==> src/tbls_pkg.sv <==
// Constants, opcodes and state encoding for the tape block locate sequencer
// Notes on behaviour
// [RULE1] Keyed search compares first word, signs ignored.
// [RULE2] Search runs forward until word at least key.
// [RULE3] Backward equal match ends, head reads match.
// [RULE4] Backward lower block: reverse, ready next block.
// [RULE5] Field search compares only the preloaded field.
// [RULE6] Search runs without further computer involvement.
// [RULE7] Scan checks first ten words, signs excluded.
// [RULE8] Scan moves forward, stops before matching block.
// [RULE9] Scan stops before control or end block.
// [RULE10] Field scan matches only the preloaded field.
// [RULE11] One read moves one to ten blocks.
// [RULE12] Plain read stores words at consecutive locations.
// [RULE13] Preface read stores count word before block.
// [RULE14] Read stops early on control or end block.
// [RULE15] Overwrite on fresh tape runs to physical end.
// [RULE16] Overwrite writes on preface match, else alarm; an end block with a mismatched preface ends with CAUSE_EOT and no alarm.
// [RULE17] Control and end blocks may be overwritten.
// [RULE18] Skips pass one to ten blocks autonomously.
// [RULE19] End-of-information seek stops after last block.
// [RULE20] Rewind is left to the storage unit.
// [RULE21] Locking rewind sets interlock; locked unit alarms.
// [RULE22] Lane choose switches head, no tape motion.
// [RULE23] Forward search stops at end block; backward ignores.
// [RULE24] Control block: non-end block, first sign 7.
// [RULE25] Read of control block drops its last word.
// [RULE26] Every ending signals done and returns idle.
package tbls_pkg;
  // Word layout: sign digit above ten magnitude digits, all BCD
  localparam int WORD_W = 44;
  localparam int MAG_W = 40;
  localparam int SIGN_LO = 40;
  localparam int DIGITS = 10;
  localparam logic [3:0] CTRL_SIGN = 4'h7;
  localparam logic [3:0] MAX_BLOCKS = 4'ha;
  localparam logic [3:0] SCAN_WORDS = 4'ha;
  localparam logic [4:0] FULL_FIELD = 5'h0a;
  localparam int ADDR_W = 16;
  localparam int PREF_HI = 39;
  localparam int PREF_LO = 32;

  // Instruction codes on the command port
  typedef enum logic [3:0] {
    OP_KEYED_BLOCK_SEARCH = 4'h0,
    OP_FIELD_KEYED_SEARCH = 4'h1,
    OP_CATEGORY_SCAN = 4'h2,
    OP_FIELD_CATEGORY_SCAN = 4'h3,
    OP_FIXED_LENGTH_READ = 4'h4,
    OP_READ_WITH_PREFACE = 4'h5,
    OP_BLOCK_OVERWRITE = 4'h6,
    OP_OVERWRITE_WITH_PREFACE = 4'h7,
    OP_SKIP_BLOCKS_FORWARD = 4'h8,
    OP_SKIP_BLOCKS_BACKWARD = 4'h9,
    OP_SEEK_END_OF_INFORMATION = 4'ha,
    OP_TAPE_REWIND = 4'hb,
    OP_REWIND_AND_LOCK_UNIT = 4'hc,
    OP_HEAD_LANE_CHOOSE = 4'hd
  } tbls_op_t;

  // Where the head is left when motion stops
  localparam logic STOP_AT_NEXT = 1'b0;
  localparam logic STOP_AT_THIS = 1'b1;

  // Reasons for completion
  localparam logic [2:0] CAUSE_COUNT = 3'h0;
  localparam logic [2:0] CAUSE_MATCH = 3'h1;
  localparam logic [2:0] CAUSE_CTRL = 3'h2;
  localparam logic [2:0] CAUSE_EOT = 3'h3;
  localparam logic [2:0] CAUSE_MISMATCH = 3'h4;
  localparam logic [2:0] CAUSE_NOT_READY = 3'h5;
  localparam logic [2:0] CAUSE_RUNOUT = 3'h6;
  localparam logic [2:0] CAUSE_BAD_OP = 3'h7;

  // Sequencer states, Gray coded along the usual path
  typedef enum logic [2:0] {
    ST_IDLE = 3'b000,
    ST_SRCH_FWD = 3'b001,
    ST_SRCH_BWD = 3'b011,
    ST_SCAN = 3'b010,
    ST_READ = 3'b110,
    ST_OVWR = 3'b111,
    ST_SKIP = 3'b101,
    ST_RUNOUT = 3'b100
  } tbls_state_t;
endpackage

==> src/tbls_sequencer.sv <==
// Tape block locate sequencer: command interpreter between computer and tape units
module tbls_sequencer #(
  parameter int UNITS = 4
) (
  // Clock and reset
  input wire logic CLOCK,
  input wire logic RESET,
  // Instruction port from the computer
  input wire logic CMD_VALID,
  output logic CMD_READY,
  input wire logic [3:0] CMD_OP,
  input wire logic [1:0] CMD_UNIT,
  input wire logic [tbls_pkg::MAG_W-1:0] CMD_KEY,
  input wire logic [7:0] CMD_FIELD_SPEC,
  input wire logic [tbls_pkg::ADDR_W-1:0] CMD_ADDR,
  input wire logic [3:0] CMD_COUNT,
  input wire logic [7:0] CMD_PREFACE,
  input wire logic CMD_LANE,
  // Completion report
  output logic DONE,
  output logic [2:0] DONE_CAUSE,
  output logic ALARM_MISMATCH,
  output logic ALARM_NOT_READY,
  // Storage write port
  output logic MEM_WE,
  output logic [tbls_pkg::ADDR_W-1:0] MEM_ADDR,
  output logic [tbls_pkg::WORD_W-1:0] MEM_DATA,
  // Tape unit control
  output logic [1:0] TAPE_UNIT,
  output logic TAPE_FWD,
  output logic TAPE_BWD,
  output logic TAPE_STOP,
  output logic TAPE_STOP_POS,
  output logic TAPE_WRITE_GO,
  output logic REWIND_GO,
  output logic LANE_GO,
  output logic HEAD_LANE,
  // Tape unit read stream, same clock
  input wire logic TAPE_BLK_START,
  input wire logic [7:0] TAPE_PREFACE,
  input wire logic TAPE_EOT_BLOCK,
  input wire logic TAPE_WORD_VALID,
  input wire logic [tbls_pkg::WORD_W-1:0] TAPE_WORD,
  input wire logic TAPE_WORD_LAST,
  input wire logic TAPE_BLANK,
  input wire logic TAPE_NEW_TAPE,
  input wire logic TAPE_PHYS_END,
  // Operator pins, asynchronous
  input wire logic [UNITS-1:0] OPERATOR_RELEASE,
  input wire logic OPERATOR_HALT,
  output logic [UNITS-1:0] UNIT_LOCKED
);

  ////////////////////////////////////////////////////////////////////////////
  // Helpers

  // Field mask: spec high digit is lowest digit of field, low digit its length
  function automatic logic [tbls_pkg::MAG_W-1:0] field_mask(input logic field_en,
                                                            input logic [7:0] spec);
    logic [tbls_pkg::MAG_W-1:0] m;
    logic [4:0] lo;
    logic [4:0] len;
    m = '0;
    lo = {1'b0, spec[7:4]};
    len = (spec[3:0] == 4'h0) ? tbls_pkg::FULL_FIELD : {1'b0, spec[3:0]};
    for (int i = 0; i < tbls_pkg::DIGITS; i++) begin
      if (!field_en || ((5'(i) >= lo) && (5'(i) < lo + len))) begin
        m[i*4 +: 4] = 4'hf;
      end
    end
    return m;
  endfunction

  // BCD magnitude with sign digit dropped and field applied
  function automatic logic [tbls_pkg::MAG_W-1:0] masked(input logic [tbls_pkg::WORD_W-1:0] w,
                                                        input logic [tbls_pkg::MAG_W-1:0] m);
    return w[tbls_pkg::MAG_W-1:0] & m;
  endfunction

  ////////////////////////////////////////////////////////////////////////////
  // Operator pin synchronisers: a change counts once stages two and three agree

  logic [UNITS:0] pin_s1_reg;
  logic [UNITS:0] pin_s2_reg;
  logic [UNITS:0] pin_s3_reg;
  logic [UNITS:0] pin_level_reg;

  always_ff @(posedge CLOCK or posedge RESET) begin
    if (RESET) begin
      pin_s1_reg <= '0;
      pin_s2_reg <= '0;
      pin_s3_reg <= '0;
    end else begin
      pin_s1_reg <= {OPERATOR_HALT, OPERATOR_RELEASE};
      pin_s2_reg <= pin_s1_reg;
      pin_s3_reg <= pin_s2_reg;
    end
  end

  // Filtered level follows only agreeing bits
  always_ff @(posedge CLOCK or posedge RESET) begin
    if (RESET) begin
      pin_level_reg <= '0;
    end else begin
      for (int i = 0; i <= UNITS; i++) begin
        if (pin_s2_reg[i] == pin_s3_reg[i]) begin
          pin_level_reg[i] <= pin_s3_reg[i];
        end
      end
    end
  end

  ////////////////////////////////////////////////////////////////////////////
  // Command latch and decode

  tbls_pkg::tbls_state_t state_reg;
  tbls_pkg::tbls_op_t op_reg;
  logic [tbls_pkg::MAG_W-1:0] key_reg;
  logic [tbls_pkg::MAG_W-1:0] mask_reg;
  logic [7:0] preface_reg;
  logic [3:0] count_reg;
  logic eoi_reg;
  logic [tbls_pkg::ADDR_W-1:0] addr_reg;
  logic [3:0] word_idx_reg;
  logic first_word_reg;
  logic eot_blk_reg;
  logic scan_hit_reg;
  logic ctrl_blk_reg;

  tbls_pkg::tbls_op_t cmd_op;
  logic accept;
  logic unit_locked;
  logic field_op;
  logic [3:0] count_clamped;

  assign cmd_op = tbls_pkg::tbls_op_t'(CMD_OP);
  assign CMD_READY = (state_reg == tbls_pkg::ST_IDLE); // [RULE6]
  assign accept = CMD_VALID && CMD_READY;
  assign unit_locked = UNIT_LOCKED[CMD_UNIT];
  assign field_op = (cmd_op == tbls_pkg::OP_FIELD_KEYED_SEARCH) ||
                    (cmd_op == tbls_pkg::OP_FIELD_CATEGORY_SCAN);
  // Counts outside one to ten are pinned to the nearest legal value
  assign count_clamped = (CMD_COUNT == 4'h0) ? 4'h1 :
                         (CMD_COUNT > tbls_pkg::MAX_BLOCKS) ? tbls_pkg::MAX_BLOCKS :
                         CMD_COUNT; // [RULE11] [RULE18]

  ////////////////////////////////////////////////////////////////////////////
  // Block stream decode

  logic [tbls_pkg::MAG_W-1:0] word_mag;
  logic [tbls_pkg::MAG_W-1:0] key_mag;
  logic first_word;
  logic ctrl_first;
  logic ctrl_now;
  logic blk_end;
  logic key_ge;
  logic key_eq;
  logic key_lt;

  assign word_mag = masked(TAPE_WORD, mask_reg); // [RULE1] [RULE5] [RULE7] [RULE10]
  assign key_mag = key_reg & mask_reg;
  assign first_word = TAPE_WORD_VALID && first_word_reg;
  // A control mark in an end block is not honoured
  assign ctrl_first = first_word && !eot_blk_reg &&
                      (TAPE_WORD[tbls_pkg::WORD_W-1:tbls_pkg::SIGN_LO] ==
                       tbls_pkg::CTRL_SIGN); // [RULE24]
  assign ctrl_now = ctrl_first || ctrl_blk_reg;
  assign blk_end = TAPE_WORD_VALID && TAPE_WORD_LAST;
  // BCD orders like binary, so a plain compare serves
  assign key_ge = word_mag >= key_mag; // [RULE1]
  assign key_eq = word_mag == key_mag;
  assign key_lt = word_mag < key_mag;

  // Per-block trackers: first word, word index, block kind
  always_ff @(posedge CLOCK or posedge RESET) begin
    if (RESET) begin
      first_word_reg <= 1'b0;
      word_idx_reg <= 4'h0;
      eot_blk_reg <= 1'b0;
      ctrl_blk_reg <= 1'b0;
    end else if (TAPE_BLK_START) begin
      first_word_reg <= 1'b1;
      word_idx_reg <= 4'h0;
      eot_blk_reg <= TAPE_EOT_BLOCK;
      ctrl_blk_reg <= 1'b0;
    end else if (TAPE_WORD_VALID) begin
      first_word_reg <= 1'b0;
      if (word_idx_reg != 4'hf) begin
        word_idx_reg <= word_idx_reg + 4'h1;
      end
      if (ctrl_first) begin
        ctrl_blk_reg <= 1'b1;
      end
    end
  end

  ////////////////////////////////////////////////////////////////////////////
  // Main sequencer

  // Ending a motion instruction: stop tape, report and go idle
  task automatic finish(input logic pos, input logic [2:0] cause);
    state_reg <= tbls_pkg::ST_IDLE;
    TAPE_FWD <= 1'b0;
    TAPE_BWD <= 1'b0;
    TAPE_STOP <= 1'b1;
    TAPE_STOP_POS <= pos;
    DONE <= 1'b1; // [RULE26]
    DONE_CAUSE <= cause;
  endtask

  always_ff @(posedge CLOCK or posedge RESET) begin
    if (RESET) begin
      state_reg <= tbls_pkg::ST_IDLE;
      op_reg <= tbls_pkg::OP_KEYED_BLOCK_SEARCH;
      key_reg <= '0;
      mask_reg <= '0;
      preface_reg <= 8'h00;
      count_reg <= 4'h0;
      eoi_reg <= 1'b0;
      addr_reg <= '0;
      scan_hit_reg <= 1'b0;
      TAPE_UNIT <= 2'h0;
      TAPE_FWD <= 1'b0;
      TAPE_BWD <= 1'b0;
      TAPE_STOP <= 1'b0;
      TAPE_STOP_POS <= tbls_pkg::STOP_AT_NEXT;
      TAPE_WRITE_GO <= 1'b0;
      REWIND_GO <= 1'b0;
      LANE_GO <= 1'b0;
      HEAD_LANE <= 1'b0;
      DONE <= 1'b0;
      DONE_CAUSE <= tbls_pkg::CAUSE_COUNT;
      ALARM_MISMATCH <= 1'b0;
      ALARM_NOT_READY <= 1'b0;
      MEM_WE <= 1'b0;
      MEM_ADDR <= '0;
      MEM_DATA <= '0;
    end else begin
      TAPE_STOP <= 1'b0;
      TAPE_WRITE_GO <= 1'b0;
      REWIND_GO <= 1'b0;
      LANE_GO <= 1'b0;
      DONE <= 1'b0;
      ALARM_MISMATCH <= 1'b0;
      ALARM_NOT_READY <= 1'b0;
      MEM_WE <= 1'b0;
      case (state_reg)
        tbls_pkg::ST_IDLE: begin
          if (accept) begin
            op_reg <= cmd_op;
            key_reg <= CMD_KEY;
            mask_reg <= field_mask(field_op, CMD_FIELD_SPEC); // [RULE5] [RULE10]
            preface_reg <= CMD_PREFACE;
            count_reg <= count_clamped;
            addr_reg <= CMD_ADDR;
            scan_hit_reg <= 1'b0;
            eoi_reg <= 1'b0;
            TAPE_UNIT <= CMD_UNIT;
            if (unit_locked) begin
              DONE <= 1'b1; // [RULE21]
              DONE_CAUSE <= tbls_pkg::CAUSE_NOT_READY;
              ALARM_NOT_READY <= 1'b1;
            end else begin
              case (cmd_op)
                tbls_pkg::OP_KEYED_BLOCK_SEARCH, tbls_pkg::OP_FIELD_KEYED_SEARCH: begin
                  state_reg <= tbls_pkg::ST_SRCH_FWD;
                  TAPE_FWD <= 1'b1;
                end
                tbls_pkg::OP_CATEGORY_SCAN, tbls_pkg::OP_FIELD_CATEGORY_SCAN: begin
                  state_reg <= tbls_pkg::ST_SCAN;
                  TAPE_FWD <= 1'b1; // [RULE8]
                end
                tbls_pkg::OP_FIXED_LENGTH_READ, tbls_pkg::OP_READ_WITH_PREFACE: begin
                  state_reg <= tbls_pkg::ST_READ;
                  TAPE_FWD <= 1'b1;
                end
                tbls_pkg::OP_BLOCK_OVERWRITE, tbls_pkg::OP_OVERWRITE_WITH_PREFACE: begin
                  // Fresh tape holds no preface to check, so nothing is written
                  state_reg <= TAPE_NEW_TAPE ? tbls_pkg::ST_RUNOUT : tbls_pkg::ST_OVWR; // [RULE15]
                  TAPE_FWD <= 1'b1;
                end
                tbls_pkg::OP_SKIP_BLOCKS_FORWARD, tbls_pkg::OP_SEEK_END_OF_INFORMATION: begin
                  state_reg <= tbls_pkg::ST_SKIP;
                  eoi_reg <= (cmd_op == tbls_pkg::OP_SEEK_END_OF_INFORMATION);
                  TAPE_FWD <= 1'b1;
                end
                tbls_pkg::OP_SKIP_BLOCKS_BACKWARD: begin
                  state_reg <= tbls_pkg::ST_SKIP;
                  TAPE_BWD <= 1'b1; // [RULE18]
                end
                tbls_pkg::OP_TAPE_REWIND, tbls_pkg::OP_REWIND_AND_LOCK_UNIT: begin
                  REWIND_GO <= 1'b1; // [RULE20]
                  DONE <= 1'b1;
                  DONE_CAUSE <= tbls_pkg::CAUSE_COUNT;
                end
                tbls_pkg::OP_HEAD_LANE_CHOOSE: begin
                  LANE_GO <= 1'b1; // [RULE22]
                  HEAD_LANE <= CMD_LANE;
                  DONE <= 1'b1;
                  DONE_CAUSE <= tbls_pkg::CAUSE_COUNT;
                end
                default: begin
                  DONE <= 1'b1;
                  DONE_CAUSE <= tbls_pkg::CAUSE_BAD_OP;
                end
              endcase
            end
          end
        end
        tbls_pkg::ST_SRCH_FWD: begin
          if (TAPE_BLK_START && TAPE_EOT_BLOCK) begin
            finish(tbls_pkg::STOP_AT_THIS, tbls_pkg::CAUSE_EOT); // [RULE23]
          end else if (first_word && key_ge) begin
            state_reg <= tbls_pkg::ST_SRCH_BWD; // [RULE2]
            TAPE_FWD <= 1'b0;
            TAPE_BWD <= 1'b1;
          end
        end
        tbls_pkg::ST_SRCH_BWD: begin
          // End blocks pass as ordinary ones going backward
          if (first_word && key_eq) begin
            finish(tbls_pkg::STOP_AT_THIS, tbls_pkg::CAUSE_MATCH); // [RULE3] [RULE23]
          end else if (first_word && key_lt) begin
            finish(tbls_pkg::STOP_AT_NEXT, tbls_pkg::CAUSE_COUNT); // [RULE4]
          end
        end
        tbls_pkg::ST_SCAN: begin
          if (TAPE_BLK_START && TAPE_EOT_BLOCK) begin
            finish(tbls_pkg::STOP_AT_THIS, tbls_pkg::CAUSE_EOT); // [RULE9]
          end else if (ctrl_first) begin
            finish(tbls_pkg::STOP_AT_THIS, tbls_pkg::CAUSE_CTRL); // [RULE9]
          end else if (blk_end &&
                       (scan_hit_reg || (key_eq && word_idx_reg < tbls_pkg::SCAN_WORDS))) begin
            finish(tbls_pkg::STOP_AT_THIS, tbls_pkg::CAUSE_MATCH); // [RULE8]
          end else if (TAPE_BLK_START) begin
            scan_hit_reg <= 1'b0;
          end else if (TAPE_WORD_VALID && key_eq && word_idx_reg < tbls_pkg::SCAN_WORDS) begin
            scan_hit_reg <= 1'b1; // [RULE7]
          end
        end
        tbls_pkg::ST_READ: begin
          if (TAPE_BLK_START) begin
            if (op_reg == tbls_pkg::OP_READ_WITH_PREFACE) begin
              MEM_WE <= 1'b1; // [RULE13]
              MEM_ADDR <= addr_reg;
              MEM_DATA <= '0;
              MEM_DATA[tbls_pkg::PREF_HI:tbls_pkg::PREF_LO] <= TAPE_PREFACE;
              addr_reg <= addr_reg + 1'b1;
            end
            if (TAPE_EOT_BLOCK) begin
              finish(tbls_pkg::STOP_AT_NEXT, tbls_pkg::CAUSE_EOT); // [RULE14]
            end
          end else if (TAPE_WORD_VALID) begin
            // The closing control word of a control block is not stored
            if (!(ctrl_now && TAPE_WORD_LAST)) begin
              MEM_WE <= 1'b1; // [RULE12] [RULE25]
              MEM_ADDR <= addr_reg;
              MEM_DATA <= TAPE_WORD;
              addr_reg <= addr_reg + 1'b1;
            end
            if (TAPE_WORD_LAST) begin
              if (ctrl_now) begin
                finish(tbls_pkg::STOP_AT_NEXT, tbls_pkg::CAUSE_CTRL); // [RULE14] [RULE25]
              end else if (count_reg == 4'h1) begin
                finish(tbls_pkg::STOP_AT_NEXT, tbls_pkg::CAUSE_COUNT); // [RULE11]
              end else begin
                count_reg <= count_reg - 4'h1;
              end
            end
          end
        end
        tbls_pkg::ST_OVWR: begin
          // Any block kind may be rewritten when prefaces agree
          if (TAPE_BLK_START) begin
            if (TAPE_PREFACE == preface_reg) begin
              TAPE_WRITE_GO <= 1'b1; // [RULE16] [RULE17]
              finish(tbls_pkg::STOP_AT_NEXT, tbls_pkg::CAUSE_COUNT);
            end else if (TAPE_EOT_BLOCK) begin
              finish(tbls_pkg::STOP_AT_NEXT, tbls_pkg::CAUSE_EOT); // [RULE16]
            end else begin
              ALARM_MISMATCH <= 1'b1; // [RULE16]
              finish(tbls_pkg::STOP_AT_THIS, tbls_pkg::CAUSE_MISMATCH);
            end
          end
        end
        tbls_pkg::ST_SKIP: begin
          // End and control blocks count as ordinary blocks here
          if (eoi_reg && TAPE_BLANK) begin
            finish(tbls_pkg::STOP_AT_NEXT, tbls_pkg::CAUSE_COUNT); // [RULE19]
          end else if (!eoi_reg && blk_end) begin
            if (count_reg == 4'h1) begin
              finish(tbls_pkg::STOP_AT_NEXT, tbls_pkg::CAUSE_COUNT); // [RULE18]
            end else begin
              count_reg <= count_reg - 4'h1;
            end
          end
        end
        tbls_pkg::ST_RUNOUT: begin
          if (TAPE_PHYS_END || pin_level_reg[UNITS]) begin
            finish(tbls_pkg::STOP_AT_NEXT, tbls_pkg::CAUSE_RUNOUT); // [RULE15]
          end
        end
        default: begin
          state_reg <= tbls_pkg::ST_IDLE;
        end
      endcase
    end
  end

  ////////////////////////////////////////////////////////////////////////////
  // Unit interlocks: set by the locking rewind, cleared by operator release

  always_ff @(posedge CLOCK or posedge RESET) begin
    if (RESET) begin
      UNIT_LOCKED <= '0;
    end else begin
      for (int i = 0; i < UNITS; i++) begin
        // Set wins over a release seen in the same cycle
        if (accept && !unit_locked && cmd_op == tbls_pkg::OP_REWIND_AND_LOCK_UNIT &&
            CMD_UNIT == 2'(i)) begin
          UNIT_LOCKED[i] <= 1'b1; // [RULE21]
        end else if (pin_level_reg[i]) begin
          UNIT_LOCKED[i] <= 1'b0;
        end
      end
    end
  end

  ////////////////////////////////////////////////////////////////////////////
  // Checks

  a_busy_no_accept: assert property (@(posedge CLOCK) disable iff (RESET) // [RULE6]
    state_reg != tbls_pkg::ST_IDLE |-> !CMD_READY)
    else $error("command accepted while busy");

  a_search_reverse: assert property (@(posedge CLOCK) disable iff (RESET) // [RULE2]
    state_reg == tbls_pkg::ST_SRCH_FWD && !TAPE_BLK_START && first_word && key_ge
    |=> state_reg == tbls_pkg::ST_SRCH_BWD && TAPE_BWD && !TAPE_FWD)
    else $error("search did not reverse");

  a_search_match: assert property (@(posedge CLOCK) disable iff (RESET) // [RULE3]
    state_reg == tbls_pkg::ST_SRCH_BWD && first_word && key_eq
    |=> DONE && TAPE_STOP && TAPE_STOP_POS == tbls_pkg::STOP_AT_THIS)
    else $error("search match not ended");

  a_search_below: assert property (@(posedge CLOCK) disable iff (RESET) // [RULE4]
    state_reg == tbls_pkg::ST_SRCH_BWD && first_word && key_lt
    |=> DONE && TAPE_STOP_POS == tbls_pkg::STOP_AT_NEXT)
    else $error("search low block not ended");

  a_scan_forward: assert property (@(posedge CLOCK) disable iff (RESET) // [RULE8]
    state_reg == tbls_pkg::ST_SCAN |-> TAPE_FWD && !TAPE_BWD)
    else $error("scan moved backward");

  a_ctrl_word_drop: assert property (@(posedge CLOCK) disable iff (RESET) // [RULE25]
    state_reg == tbls_pkg::ST_READ && !TAPE_BLK_START && blk_end && ctrl_now
    |=> !MEM_WE && DONE && DONE_CAUSE == tbls_pkg::CAUSE_CTRL)
    else $error("control word stored");

  a_preface_alarm: assert property (@(posedge CLOCK) disable iff (RESET) // [RULE16]
    state_reg == tbls_pkg::ST_OVWR && TAPE_BLK_START && TAPE_PREFACE != preface_reg &&
    !TAPE_EOT_BLOCK |=> ALARM_MISMATCH && DONE && !TAPE_WRITE_GO)
    else $error("preface mismatch not raised");

  a_locked_unit: assert property (@(posedge CLOCK) disable iff (RESET) // [RULE21]
    accept && unit_locked |=> ALARM_NOT_READY && DONE && !REWIND_GO && !TAPE_FWD)
    else $error("locked unit not refused");

  a_lane_no_motion: assert property (@(posedge CLOCK) disable iff (RESET) // [RULE22]
    accept && !unit_locked && cmd_op == tbls_pkg::OP_HEAD_LANE_CHOOSE
    |=> LANE_GO && !TAPE_FWD && !TAPE_BWD && HEAD_LANE == $past(CMD_LANE))
    else $error("lane choose moved tape");

  a_read_count: assert property (@(posedge CLOCK) disable iff (RESET) // [RULE11]
    state_reg == tbls_pkg::ST_READ |->
    count_reg >= 4'h1 && count_reg <= tbls_pkg::MAX_BLOCKS)
    else $error("read count out of range");

endmodule

==> config.mk <==
export PLATFORM = sky130hd
export DESIGN_NAME = tbls_sequencer
export DESIGN_NICKNAME = d
export VERILOG_FILES = /design/src/tbls_pkg.sv /design/src/tbls_sequencer.sv
export SDC_FILE = /design/constraint.sdc
export NUM_CORES = 1
export LEC_CHECK = 0
export BUFFER_PORTS_ARGS = -buffer_cell sky130_fd_sc_hd__buf_2
export CAP_MARGIN = 20
export CORE_MARGIN = 2
export CORE_UTILIZATION = 55
export CTS_CLUSTER_DIAMETER = 60
export DETAILED_ROUTE_END_ITERATION = 16
export MAX_ROUTING_LAYER = met4
export PLACE_DENSITY_LB_ADDON = 0.25
export SLEW_MARGIN = 25
export SYNTH_ARGS = -nofsm -noshare
export SYNTH_HDL_FRONTEND = slang
export SYNTH_SLANG_ARGS = --single-unit
==> constraint.sdc <==
create_clock -name CLOCK -period 8.8 [get_ports CLOCK]
set_clock_uncertainty 0.1 [all_clocks]
set_input_delay 2.2 -clock CLOCK [delete_from_list [all_inputs] [get_ports CLOCK]]
set_output_delay 2.2 -clock CLOCK [all_outputs]
set_load 0.01 [all_outputs]
Word level (Yosys, flattened, before mapping)
Cells that the tools add are included.

Bits in registers: 225. Bits of input ports: 150. Output and inout bits: 82. Logic and storage cells: 424.

Add/sub/neg operators: 4. Magnitude comparators: 25. Eq/ne operators: 64. Multiplexer cells: 198. Bitwise logic cells: 3. Reductions and logical operators: 89.

Operators by type and width (count): $mux W44 (4); $mux W16 (9); $mux W3 (38); $mux W1 (109); $mux W4 (24); $and A40 B40 Y40 (2); $pmux W3 S8 (2); $eq A40 B40 Y1 (1); $ge A40 B40 Y1 (1); $lt A40 B40 Y1 (1); $reduce_and A12 Y1 (3); $logic_and A1 B1 Y1 (32); $pmux W16 S2 (1); $ne A2 B2 Y1 const B (15); $ne A3 B3 Y1 const B (9); $eq A4 B3 Y1 const B (6); $eq A4 B4 Y1 const B (6); $pmux W1 S8 (3); $lt A3 B5 Y1 const A (4); $reduce_bool A2 Y1 (9); $add A16 B1 Y16 const B (1); $ge A3 B4 Y1 const A (4); $pmux W3 S5 (1); $logic_or A1 B1 Y1 (14); 49 further kinds (84).

Depth between registers and ports, before layout
Depth after elaboration: 10. Gate-level depth with buffers: 12. Depth with buffers taken out: 12.

Worst setup path before layout
Ideal clock, no wire load.

Path type: input-to-reg. Start: input TAPE_WORD[21] in the netlist's numbering. End: register state_reg[1]. Setup time: 0.128 ns. Arrival: 4.370 ns. Data required time: 8.572 ns. Setup slack: 4.202 ns. Cell stages on the path: 11. Path buffers: 1. Cells stage by stage: and2_1 -> ha_1 -> a21o_1 -> a21oi_1 -> nor2b_1 -> or4_1 -> o2111ai_1 -> and4b_1 -> buf_4 -> nand3_2 -> mux2_1.

Word-level cells in the longest chain between the ends: 7. Elaborated cells on any way between the ends: 16. Those cells by class: order compare (2); eq/ne (4); mux (2); bitwise (1); reduce/logical (7).

Ends and longest elaborated chain: start: declaration (RTL line tbls_sequencer.sv:43) `input wire logic [tbls_pkg::WORD_W-1:0] TAPE_WORD,`; $and A40 B40 Y40 (*) (RTL line tbls_sequencer.sv:77) `return w[tbls_pkg::MAG_W-1:0] & m;`; branches (longest 6 deep; another with $ge A40 B40 Y1); end signal: assignment (RTL line tbls_sequencer.sv:288) `state_reg <= tbls_pkg::ST_SKIP;`; end signal: assignment (RTL line tbls_sequencer.sv:314) `state_reg <= tbls_pkg::ST_SRCH_BWD;`; end signal: assignment (RTL line tbls_sequencer.sv:404) `state_reg <= tbls_pkg::ST_IDLE;`; end: declaration (RTL line tbls_sequencer.sv:116) `tbls_pkg::tbls_state_t state_reg;`.

Mark *: on every way between the ends. A chain may end at the register's enable or synchronous reset.

Final worst setup path
Start: input TAPE_WORD[22] in the netlist's numbering. End: register state_reg[0].

Same word-level chain as after synthesis.

==> results.txt <==
HP Class - reg -> reg
WL/cell - 15.5 um
Post-Route WL - 24.5 mm
Clock Latency Late Sink - 0.45 ns
Slowest CP cell - nor3_1
EDFF count, synth - 0
Seq cells post-synth - 195
Fillers - 1519
Leading post-synthesis cells by cell area - dfrtp_1, nand2_1, ha_1
CTS Sinks - 195
Final setup vio count - 0
Number of max-cap violations - 0
Syn_area_per_cell - 8.76 um2
Die H - 139 um
Required time worst endpoint - 9.02 ns
Critical path's most frequent cell - nand4_1
Worst-path clk slew - 0.08 ns
Mean number of vias per cell - 5.48
Crit-path max FO - 7
Vias in the first global route - 8503
Grt ovf - 0
Worst path cell trace - buf_2, and2_1, ha_1, nand4_1, nor3_1, nand4_1, a211o_1, and4b_1, nand3_2, mux2_1
RD Place Congestion - 0.950
Synth async-reset ratio - 100%
Detailed placement HPWL - 17.5 mm
Syn-to-layout area delta - 18.7%
Die width - 139 um
Core Box Area - 18000 um2
Cell Rows - 49
Setup bufs post-CTS - 0
CTS tree - yes
Max FFs per register - 44
Worst Tran Pin Value - 0.846 ns
Post-Syn Nets - 1351
Max clock buf depth - 2
Post-synth top cells - nand2_1, dfrtp_1, o21ai_0
Fin. Hold Viols - 0
Total CTS buffers - 17
Initial DRC Count - 437
Drt drc - 0
Hold buffers post-CTS - 0
Arrival time worst endpoint - 5.04 ns
Slew headroom - 43.6%
Crit. End Element - flop
Max Slew Vio Count - 0
TritonRoute pass-1 iters - 5
Cells after synthesis - 1152
Largest net degree at the start of global routing - 122
GR Util All Layers - 26.6%
Main synth FF type - dfrtp_1
Most common cell in the synthesized netlist - nand2_1
Vias - 8695
Max frequency - 0.208 GHz
ANT nets after route - 0
Top-Level Pins - 232
Synth area leader - dfrtp_1
Fin Setup TNS - 0 ns
Status - completed
Synth top area share - 48.3%
RSZ-0062 raised after global routing - no
Critical path class - in -> reg
Clock root cell - clkbuf_16
Initial core utilization - 56.2%
First-pass GRT wire length - 41.0 mm
Synth Warn # - 0
IO Port Bufs - 231
Nets - 1543
Initial antenna violation count - 2
Post-Syn Area - 10100 um2
Die area - 19500 um2
Worst vdd ir - 0.000152 V
CP peak stage delay - 0.65 ns
Startpoint Class - primary input
Crit share post-route - 54.8%
Seq/Total Area, Yosys - 48.3%
Min cycle time layout - 4.82 ns
Post-CTS sizing - 0
Final Power - 3630 uW
Layout cell share with drive strength beyond 1 - 22.2%
Cell variety after synth - 62
H-tree levels - 4
Pwr per Cell Area - 303 nW/um2
P_leak - 0.00605 uW
## final timing paths
kind / start / cells past startpoint / endpoint / slack [ns]
max in group asynchronous: RESET / 3 / key_reg[37] / 5.59
min in group asynchronous: RESET / 2 / MEM_ADDR[8] / 1.78
hold / removal: pin_s1_reg[0] / 0 / pin_s2_reg[0] / 0.25
setup reg to reg: mask_reg[23] / 9 / state_reg[0] / 5.36
setup / recovery: TAPE_WORD[22] / 10 / state_reg[0] / 3.98
hold reg to reg: pin_s1_reg[0] / 0 / pin_s2_reg[0] / 0.25
## worst max-delay path: cells and delay by family
kind	cells	cell delay [ns]
simple gates	6	1.70
compound gates	1	0.39
buf+inv	1	0.10
fa+ha+maj	1	0.29
mux	1	0.33
## metal layers
layer	wire length [um]	track usage (%)	vias to the layer above	part of all wire (%)
li1	-	-	4294	-
met1	10900	35.1	4086	45
met2	11500	41.8	278	47
met3	1680	5.95	37	6.8
met4	403	7.23	0	1.6
met5	0	-	-	0
## through the flow
step / util, % / cell area [um2] / instances / worst slack [ns] / hold WS (ns)
finish: 66.7 / 12000 / 1588 / 3.98 / 0.253
global route: 66.7 / 12000 / 1588 / 3.91 / 0.257
CTS: 66.6 / 12000 / 1586 / 4.07 / 0.252
detailed placement: 63.1 / 11300 / 1554 / 3.63 / 0.235
global placement: 63.1 / 11300 / 1554 / 3.70 / 0.232
floorplan: - / 10100 / 1152 / 1.19 / 0.231
## cell usage in the layout, fill, tap and decap left out, drive strengths merged, types with 18 or more instances in the layout
cell	instances
a21oi	63
and2	44
buf	234
dfrtp	195
ha	48
inv	31
mux2	20
nand2	335
nand3	32
nor2	63
nor3	18
o21ai	88
## final cells by class
| type | instances | area (um2) | share of cell area (%) |
|---|---|---|---|
| multi-input combinational | 870 | 4900 | 40.9 |
| sequential | 195 | 4880 | 40.7 |
| timing repair buffer | 234 | 1180 | 9.87 |
| clock buffer | 17 | 425 | 3.55 |
| tap | 229 | 287 | 2.39 |
| clock inverter | 15 | 191 | 1.60 |
| inverter | 26 | 105 | 0.877 |
| antenna | 2 | 5.00 | 0.0418 |
## cells by family after synthesis
| group | Yosys count | share of synthesized area, % |
|---|---|---|
| adder cells (fa/ha/maj) | 55 | 6.74 |
| AO/OA/AOI/OAI | 212 | 12.1 |
| XOR/XNOR | 11 | 0.954 |
| buffers and inverters | 87 | 3.37 |
| AND/OR/NAND/NOR | 559 | 24.8 |
| flip-flops | 195 | 48.3 |
| multiplexers | 33 | 3.72 |
## power by group
| group | switching (uW) | internal, uW |
|---|---|---|
| combinational | 803 | 590 |
| clock | 406 | 387 |
| sequential | 234 | 1210 |
(Power assumes the default switching activity.)
